`config.mk`:
```
export PLATFORM = sky130hd
export DESIGN_NAME = pee_host
export DESIGN_NICKNAME = d
export VERILOG_FILES = /design/src/pee_pkg.sv /design/src/pee_host.sv /design/src/pee_page_mem.sv
export VERILOG_INCLUDE_DIRS = /design/src
export SDC_FILE = /design/constraint.sdc
export NUM_CORES = 2
export LEC_CHECK = 0
export BUFFER_PORTS_ARGS = -buffer_cell sky130_fd_sc_hd__clkbuf_2
export CAP_MARGIN = 25
export CORE_MARGIN = 3
export CORE_UTILIZATION = 45
export CTS_CLUSTER_DIAMETER = 100
export DETAILED_ROUTE_END_ITERATION = 7
export GPL_TIMING_DRIVEN = 0
export RECOVER_POWER = 50
export SLEW_MARGIN = 20
export SYNTH_ARGS = -nofsm -noshare
export SYNTH_HDL_FRONTEND = slang
export SYNTH_SLANG_ARGS = --single-unit
```
`constraint.sdc`:
```
create_clock -name clk_sys -period 4.3 [get_ports clk_sys]
set_clock_uncertainty 0.15 [all_clocks]
set_input_delay 1.075 -clock clk_sys [delete_from_list [all_inputs] [get_ports clk_sys]]
set_output_delay 1.075 -clock clk_sys [all_outputs]
set_load 0.02 [all_outputs]
```
`src/pee_map.svh`:
```
// pee_map.svh: pin timing counts and address field positions for the paged eeprom host port
// assumes clk_sys runs at the rate given by PEE_CLK_NS
`ifndef PEE_MAP_SVH
`define PEE_MAP_SVH

// ----------------------------------------------------------------------------
// address and data fields
// ----------------------------------------------------------------------------
`define PEE_ADDR_W      17
`define PEE_PAGE_LSB    7
`define PEE_DATA_W      8
`define PEE_POLL_BIT    7

// ----------------------------------------------------------------------------
// times as printed and derived cycle counts
// ----------------------------------------------------------------------------
`define PEE_CLK_NS      100
`define PEE_TWP_NS      100
`define PEE_TACC_NS     120
`define PEE_TOEHP_NS    150
`define PEE_TWC_MS      10
`define PEE_BYTE_LOAD_WINDOW_US     150
// least times and the access time round up, the program time and byte load window round down
`define PEE_WP_CYC      ((`PEE_TWP_NS + `PEE_CLK_NS - 1) / `PEE_CLK_NS)
`define PEE_ACC_CYC     ((`PEE_TACC_NS + `PEE_CLK_NS - 1) / `PEE_CLK_NS)
`define PEE_OEHP_CYC    ((`PEE_TOEHP_NS + `PEE_CLK_NS - 1) / `PEE_CLK_NS)
`define PEE_TWC_CYC     ((`PEE_TWC_MS * 1000000) / `PEE_CLK_NS)
`define PEE_BLC_CYC     ((`PEE_BYTE_LOAD_WINDOW_US * 1000) / `PEE_CLK_NS)
// pins lag state by one cycle, then three synchroniser stages
`define PEE_SMP_CYC     (`PEE_ACC_CYC + 4)

`endif

```
`src/pee_pkg.sv`:
```
// pee_pkg.sv: types shared by the paged eeprom host port
// assumes pee_map.svh is on the include path
package pee_pkg;
  `include "pee_map.svh"

  typedef enum logic [1:0]
  {
    PEE_OP_READ,
    PEE_OP_LOAD,
    PEE_OP_PROGRAM
  } pee_op_e;

  typedef struct packed
  {
    pee_op_e                  op;
    logic [`PEE_ADDR_W-1:0]   addr;
    logic [`PEE_DATA_W-1:0]   data;
  } pee_req_s;

  typedef struct packed
  {
    logic                     ce_n;
    logic                     oe_n;
    logic                     we_n;
    logic [`PEE_ADDR_W-1:0]   addr;
    logic [`PEE_DATA_W-1:0]   dq_o;
    logic                     dq_oe;
  } pee_bus_s;

endpackage : pee_pkg

```
`src/pee_host.sv`:
```
// pee_host.sv: host controller that drives a paged byte-wide eeprom through its pins
// assumes the device answers reads within the access time and programs pages by itself
`timescale 1ns/10ps
`include "pee_map.svh"
module pee_host
  import pee_pkg::*;
#(
  parameter int PROG_CYC = `PEE_TWC_CYC,
  parameter int PAGE_AW  = `PEE_PAGE_LSB
) (
  input  wire logic                   clk_sys,
  input  wire logic                   reset_n,
  input  wire logic                   req_valid,
  input  wire pee_req_s               req,
  output logic                        req_ready,
  output logic [`PEE_DATA_W-1:0]      rd_data,
  output logic                        rd_valid,
  output logic                        prog_done,
  output logic                        prog_timeout,
  output pee_bus_s                    bus,
  input  wire logic [`PEE_DATA_W-1:0] dq_i
);
  // --------------------------------------------------------------------------
  // state
  // --------------------------------------------------------------------------
  typedef enum logic [2:0] {ST_IDLE, ST_RD, ST_SCAN, ST_FETCH, ST_WLOW, ST_WHIGH, ST_POLL, ST_GAP} pee_st_e;
  localparam int CW    = $clog2(PROG_CYC + 2);
  localparam int NPAGE = 2 ** PAGE_AW;
  localparam int PW    = `PEE_ADDR_W - PAGE_AW;

  pee_st_e                  st_r, st_nxt;
  logic [PAGE_AW-1:0]       idx_r, idx_nxt;
  logic [7:0]               cnt_r, cnt_nxt;
  logic [CW-1:0]            wc_r, wc_nxt;
  logic [NPAGE-1:0]         loaded_r, loaded_nxt;
  logic [PW-1:0]            page_r, page_nxt;
  logic [`PEE_ADDR_W-1:0]   tgt_r, tgt_nxt;
  logic [`PEE_DATA_W-1:0]   last_r, last_nxt;
  logic                     wrote_r, wrote_nxt;
  pee_bus_s                 bus_nxt;
  logic                     ready_nxt, rdv_nxt, done_nxt, tmo_nxt;
  logic [`PEE_DATA_W-1:0]   rdd_nxt;
  logic [`PEE_DATA_W-1:0]   dq_s1, dq_s2, dq_s3;
  logic [`PEE_DATA_W-1:0]   mem_rd;
  logic                     take, mem_we, stable;

  function automatic pee_bus_s bus_idle(input pee_bus_s cur);
    pee_bus_s b;
    b       = cur;
    b.ce_n  = 1'b1;
    b.oe_n  = 1'b1;
    b.we_n  = 1'b1;
    b.dq_oe = 1'b0;
    return b;
  endfunction : bus_idle

  function automatic pee_bus_s bus_read(input pee_bus_s cur, input logic [`PEE_ADDR_W-1:0] a);
    pee_bus_s b;
    b       = bus_idle(cur);
    b.ce_n  = 1'b0;
    b.oe_n  = 1'b0;
    b.addr  = a;
    return b;
  endfunction : bus_read

  // --------------------------------------------------------------------------
  // data pin synchroniser: only the second and third stages are compared
  // --------------------------------------------------------------------------
  always_ff @(posedge clk_sys)
  begin
    dq_s1 <= dq_i;
    dq_s2 <= dq_s1;
    dq_s3 <= dq_s2;
  end
  assign stable = (dq_s2 == dq_s3) && (cnt_r >= 8'(`PEE_SMP_CYC));

  assign take   = req_valid && req_ready && (st_r == ST_IDLE);
  assign mem_we = take && (req.op == PEE_OP_LOAD);

  pee_page_mem #(.DW(`PEE_DATA_W), .AW(PAGE_AW)) u_page (
    .clk_sys (clk_sys),
    .wr_en   (mem_we),
    .wr_addr (req.addr[PAGE_AW-1:0]),
    .wr_data (req.data),
    .rd_addr (idx_r),
    .rd_data (mem_rd)
  );

  // --------------------------------------------------------------------------
  // sequencer; pins follow the state one cycle later
  // --------------------------------------------------------------------------
  always_comb
  begin
    st_nxt     = st_r;
    idx_nxt    = idx_r;
    cnt_nxt    = (cnt_r == 8'hff) ? cnt_r : cnt_r + 8'h01;
    wc_nxt     = wc_r;
    loaded_nxt = loaded_r;
    page_nxt   = page_r;
    tgt_nxt    = tgt_r;
    last_nxt   = last_r;
    wrote_nxt  = wrote_r;
    bus_nxt    = bus_idle(bus);
    rdv_nxt    = 1'b0;
    rdd_nxt    = rd_data;
    done_nxt   = 1'b0;
    tmo_nxt    = 1'b0;
    unique case (st_r)
      ST_IDLE:
      begin
        cnt_nxt = 8'h00;
        if (take)
        begin
          unique case (req.op)
            PEE_OP_READ:
            begin
              tgt_nxt = req.addr;
              st_nxt  = ST_RD;
            end
            PEE_OP_LOAD:
            begin
              // a byte for another page drops the bytes staged so far
              if (req.addr[`PEE_ADDR_W-1:PAGE_AW] != page_r)
              begin
                loaded_nxt = '0;
              end
              page_nxt                          = req.addr[`PEE_ADDR_W-1:PAGE_AW];
              loaded_nxt[req.addr[PAGE_AW-1:0]] = 1'b1;
            end
            default:
            begin
              idx_nxt   = '0;
              wrote_nxt = 1'b0;
              st_nxt    = ST_SCAN;
            end
          endcase
        end
      end
      ST_RD:
      begin
        bus_nxt = bus_read(bus, tgt_r);
        if (stable)
        begin
          rdd_nxt = dq_s3;
          rdv_nxt = 1'b1;
          bus_nxt = bus_idle(bus);
          st_nxt  = ST_IDLE;
        end
      end
      ST_SCAN:
      begin
        bus_nxt      = bus_idle(bus);
        bus_nxt.oe_n = 1'b0;
        if (loaded_r[idx_r])
        begin
          st_nxt = ST_FETCH;
        end
        else if (idx_r == PAGE_AW'(NPAGE - 1))
        begin
          loaded_nxt = '0;
          wc_nxt     = '0;
          cnt_nxt    = 8'h00;
          done_nxt   = !wrote_r;
          st_nxt     = wrote_r ? ST_POLL : ST_IDLE;
        end
        else
        begin
          idx_nxt = idx_r + 1'b1;
        end
      end
      ST_FETCH:
      begin
        bus_nxt       = bus_idle(bus);
        bus_nxt.oe_n  = 1'b0;
        bus_nxt.addr  = {page_r, idx_r};
        bus_nxt.dq_o  = mem_rd;
        bus_nxt.dq_oe = 1'b1;
        cnt_nxt       = 8'h00;
        st_nxt        = ST_WLOW;
      end
      ST_WLOW:
      begin
        // select and strobe fall together so both edges of the write coincide
        bus_nxt       = bus;
        bus_nxt.ce_n  = 1'b0;
        bus_nxt.we_n  = 1'b0;
        bus_nxt.oe_n  = 1'b1;
        if (cnt_r >= 8'(`PEE_WP_CYC - 1))
        begin
          st_nxt = ST_WHIGH;
        end
      end
      ST_WHIGH:
      begin
        // data stay driven for one cycle past the rising strobe
        bus_nxt      = bus;
        bus_nxt.ce_n = 1'b1;
        bus_nxt.we_n = 1'b1;
        bus_nxt.oe_n = 1'b0;
        tgt_nxt      = bus.addr;
        last_nxt     = bus.dq_o;
        wrote_nxt    = 1'b1;
        idx_nxt      = idx_r + 1'b1;
        st_nxt       = ST_SCAN;
        if (idx_r == PAGE_AW'(NPAGE - 1))
        begin
          loaded_nxt = '0;
          wc_nxt     = '0;
          cnt_nxt    = 8'h00;
          st_nxt     = ST_POLL;
        end
      end
      ST_POLL, ST_GAP:
      begin
        // completion is seen by the true poll bit; a stuck device times out
        wc_nxt = wc_r + 1'b1;
        if (st_r == ST_POLL)
        begin
          bus_nxt = bus_read(bus, tgt_r);
          if (stable)
          begin
            cnt_nxt = 8'h00;
            st_nxt  = ST_GAP;
            if (dq_s3[`PEE_POLL_BIT] == last_r[`PEE_POLL_BIT])
            begin
              rdd_nxt  = dq_s3;
              done_nxt = 1'b1;
              st_nxt   = ST_IDLE;
            end
          end
        end
        else
        begin
          bus_nxt      = bus_read(bus, tgt_r);
          bus_nxt.oe_n = 1'b1;
          if (cnt_r >= 8'(`PEE_OEHP_CYC))
          begin
            cnt_nxt = 8'h00;
            st_nxt  = ST_POLL;
          end
        end
        // a true poll bit seen in the last counted cycle wins over the timeout
        if ((wc_r >= CW'(PROG_CYC)) && !done_nxt)
        begin
          done_nxt = 1'b1;
          tmo_nxt  = 1'b1;
          bus_nxt  = bus_idle(bus);
          st_nxt   = ST_IDLE;
        end
      end
    endcase
    ready_nxt = (st_nxt == ST_IDLE);
  end

  always_ff @(posedge clk_sys)
  begin
    if (!reset_n)
    begin
      st_r         <= ST_IDLE;
      idx_r        <= '0;
      cnt_r        <= 8'h00;
      wc_r         <= '0;
      loaded_r     <= '0;
      page_r       <= '0;
      tgt_r        <= '0;
      last_r       <= 8'h00;
      wrote_r      <= 1'b0;
      bus          <= '{ce_n: 1'b1, oe_n: 1'b1, we_n: 1'b1, addr: '0, dq_o: 8'h00, dq_oe: 1'b0};
      req_ready    <= 1'b0;
      rd_data      <= 8'h00;
      rd_valid     <= 1'b0;
      prog_done    <= 1'b0;
      prog_timeout <= 1'b0;
    end
    else
    begin
      st_r         <= st_nxt;
      idx_r        <= idx_nxt;
      cnt_r        <= cnt_nxt;
      wc_r         <= wc_nxt;
      loaded_r     <= loaded_nxt;
      page_r       <= page_nxt;
      tgt_r        <= tgt_nxt;
      last_r       <= last_nxt;
      wrote_r      <= wrote_nxt;
      bus          <= bus_nxt;
      req_ready    <= ready_nxt;
      rd_data      <= rdd_nxt;
      rd_valid     <= rdv_nxt;
      prog_done    <= done_nxt;
      prog_timeout <= tmo_nxt;
    end
  end

  // --------------------------------------------------------------------------
  // checks
  // --------------------------------------------------------------------------
  localparam int BLC = `PEE_BLC_CYC;
  logic        wseq_r;
  logic [11:0] gap_r;
  always_ff @(posedge clk_sys)
  begin
    if (!reset_n)
    begin
      wseq_r <= 1'b0;
      gap_r  <= 12'h000;
    end
    else
    begin
      wseq_r <= (st_r == ST_FETCH) || (st_r == ST_WLOW) || (st_r == ST_WHIGH) || (st_r == ST_SCAN && wrote_r);
      gap_r  <= (bus.we_n && !bus_nxt.we_n) ? 12'h000 : ((gap_r == 12'hfff) ? gap_r : gap_r + 12'h001);
    end
  end
endmodule : pee_host

```
`src/pee_page_mem.sv`:
```
// pee_page_mem.sv: one page of staged bytes, one write port, one registered read port
// assumes a single clock; read data appear one cycle after the address
`timescale 1ns/10ps
module pee_page_mem #(
  parameter int DW = 8,
  parameter int AW = 7
) (
  input  wire logic          clk_sys,
  input  wire logic          wr_en,
  input  wire logic [AW-1:0] wr_addr,
  input  wire logic [DW-1:0] wr_data,
  input  wire logic [AW-1:0] rd_addr,
  output logic      [DW-1:0] rd_data
);
  logic [DW-1:0] mem_r [2**AW];

  always_ff @(posedge clk_sys)
  begin
    if (wr_en)
    begin
      mem_r[wr_addr] <= wr_data;
    end
    rd_data <= mem_r[rd_addr];
  end
endmodule : pee_page_mem

```
==> flow_summary.yaml <==
outcome:
  status: "finished with violations"
  violations: "DRC, capacitance limit, slew limit, setup timing"
setup_path:
  path_class: "reg -> reg"
  critPathLaunchType: "register"
  arrival_ns: 4.72
  cp.required_ns: 4.51
  rr_startpoint: "st_r[1]"
  reg2regPathDepth: 6
  path_max_fanout: 10
  worst_setup_path_end_kind: "register"
  r2r-end: "u_page.mem_r[102][5]"
  r2r_slack_ns: -0.21
sta:
  fin_ws_ns: -0.2118
  post-route-min-period_ns: 4.512
  setup_viol: 203
  rsz0062_at_grt: "true"
  holdWs_ns: 0.1750
  tightestPinTransition_ns: 2.917
  timing.final.crit_share_pct: 104.9
  fin_tns_setup_ns: -18.36
  slew_headroom_pct: -94.48
  maxSlewViolCount: 842
  finalHoldViolations: 0
  clock.fmax_mhz: 221.6
hold_path:
  holdPathEnd: "dq_s2[2]"
  whs_path_depth: 0
  hp-start: "dq_s1[2]"
  holdCritPathClass: "reg -> reg"
pwr:
  p_per_area_nw_per_um2: 511.5
  max-vdd-ir-drop_uv: 341.7
  power.leakage_nw: 17.40
clock_network:
  cts_tree: "built"
  cts-resized-gates: 12
  post_cts_buffers: 0
  clk_pin_slew_ns: 0.06
  cts_root_buffer: "clkbuf_16"
  clock_sinks: 1289
  clockBufferDepth: 3
  ctsHoldBuffers: 0
  cts.htree.levels: 4
  insertion_delay_ns: 0.74
  cts_made_buffers: 134
run:
  cap_violations: 9
floorplan:
  die_area_um2: 114900
  die_x_um: 339.0
  rows: 121
  design.core.area_um2: 109500
  initial_utilization_pct: 45.60
  ios: 79
  die_h_um: 339.0
layout:
  final_common_cell: "edfxtp_1"
  final_area_um2: 56600
  syn2layout_area_growth_pct: 13.39
  final_cell_mix: "1024 x edfxtp_1, 362 x mux4_2, 265 x dfxtp_1"
  nets: 2904
  drive_above_1_share_pct: 25.88
yosys:
  yosys-top-cells-area: "edfxtp_1 62%, mux4_2 16%, dfxtp_1 11%"
  async_flop_share_pct: 0
  ys.flop_type: "edfxtp_1"
  yosys.area.top_type: "edfxtp_1"
  ys_seq_area_share_pct: 72.24
  syn_inst: 2632
  ys_ff_latch: 1289
  synth_area_um2: 49910
  synth.avg_cell_area_um2: 18.96
  synth_edf_count: 1024
  synth_nets: 2675
  ys_types: 62
  yosys_warnings: 0
  yosysTopAreaCellShare_pct: 61.61
routing:
  drt_wl_total_mm: 128.5
  ant_nets: 0
  wire_per_inst_um: 28.93
  drc: 1
  via_per_inst: 6.025
  drt_first_pass_iters: 8
  drt-initial-drc-count: 3099
  vias: 26760
global_route:
  antenna_found_initial: 4
  grt_pass1_vias: 27010
  grt.total_usage_pct: 22.34
  grt_max_degree: 113
  overflow: 0
  grt_pass1_wl_mm: 188.0
place:
  portBuffers: 77
  place_congestion: 0.8796
  place_area_um2: 52520
  dp_hpwl_mm: 85.91
==> synth_stat cells, drive strengths merged (7+ instances only) <==
library cell  number
nand4             15
a31oi             11
a311oi            18
or3               11
mux2              14
nor2             200
or4               10
mux2i             23
buf               78
nand2            121
and3               8
inv               11
nand2b             7
nand3             31
nor2b             13
dfxtp            265
nor3               7
and2              13
xnor2             20
clkbuf            95
o2bb2ai          129
o21ai             19
a222oi            17
a21oi             48
edfxtp          1024
o31ai              8
mux4             362
==> worst max path at each step <==
stage,start,slack (ns),endpoint,cells after the start
after floorplan,idx_r[0],1.13,u_page.rd_data[0],8
after CTS,st_r[1],-0.08,u_page.mem_r[110][5],6
final,st_r[1],-0.21,u_page.mem_r[102][5],6
after global placement,req[26],-0.69,u_page.mem_r[111][2],7
after global routing,st_r[1],-0.30,u_page.mem_r[110][1],6
after detailed placement,req[26],-0.50,u_page.mem_r[109][6],7
==> sequential cells by signal, indices dropped and copies added (netlist names), 3 cells and up <==
name            count
u_page.mem_r     1024
loaded_r          128
bus                29
tgt_r              17
wc_r               17
page_r             10
cnt_r               8
dq_s1               8
dq_s2               8
dq_s3               8
rd_data             8
u_page.rd_data      8
idx_r               7
st_r                3
==> logic make-up (layout without fill, tap and decap cells) <==
family	Yosys count	in the layout	synth area share, %
XOR/XNOR	23	23	0.4036
AO/OA/AOI/OAI	283	283	4.460
multiplexers	399	399	17.11
buffers and inverters	184	516	1.680
adder cells (fa/ha/maj)	5	5	0.1253
other	0	1	0
flip-flops	1289	1289	72.24
AND/OR/NAND/NOR	449	449	3.986
==> report_power, final <==
part | total, W | internal (W) | switching (W)
logic | 0.00420 | 0.00187 | 0.00233
registers | 0.0137 | 0.0136 | 0.0000857
clock network | 0.0111 | 0.00640 | 0.00469
total | 0.0290 | 0.0218 | 0.00710
==> area by class of cell <==
type                    count  area, µm²
multi-input cells        1159      13110
well taps                1476       1847
repair buffers             94      521.8
flip-flops and latches   1289      36050
fillers                  8627      52860
plain buffers             172      814.5
clock inverters            58      436.7
inverters                  11      41.29
diodes                      1      2.502
clock buffers             181       3772
==> critical path: stages (launching register included) <==
cell      delay, ns
dfxtp_1        0.34
nor3_1         0.60
and4_1         0.30
clkbuf_1       0.36
nand3_1        0.88
clkbuf_1       0.70
nor2_1         0.79
==> routing by layer <==
| layer | global-route usage (%) | wire (µm) | up-vias |
|---|---|---|---|
| met5 | 0 | 12 | - |
| met4 | 7.183 | 3602 | 2 |
| met3 | 3.962 | 9514 | 204 |
| met2 | 35.68 | 62170 | 1153 |
| met1 | 31.42 | 53160 | 14130 |
| li1 | - | - | 11270 |
==> through the flow <==
stage | instances | worst slack [ns] | util [%] | total power, W
finish | 4441 | -0.2118 | 51.71 | 0.02895
global route | 4441 | -0.2994 | 51.71 | 0.02990
floorplan | 2632 | 1.128 | - | 0.01669
detailed placement | 4199 | -0.5008 | 47.98 | 0.01816
global placement | 4185 | -0.6941 | 47.64 | 0.01808
CTS | 4437 | -0.07868 | 51.85 | 0.02919
Power figures use the tool's default switching activity.
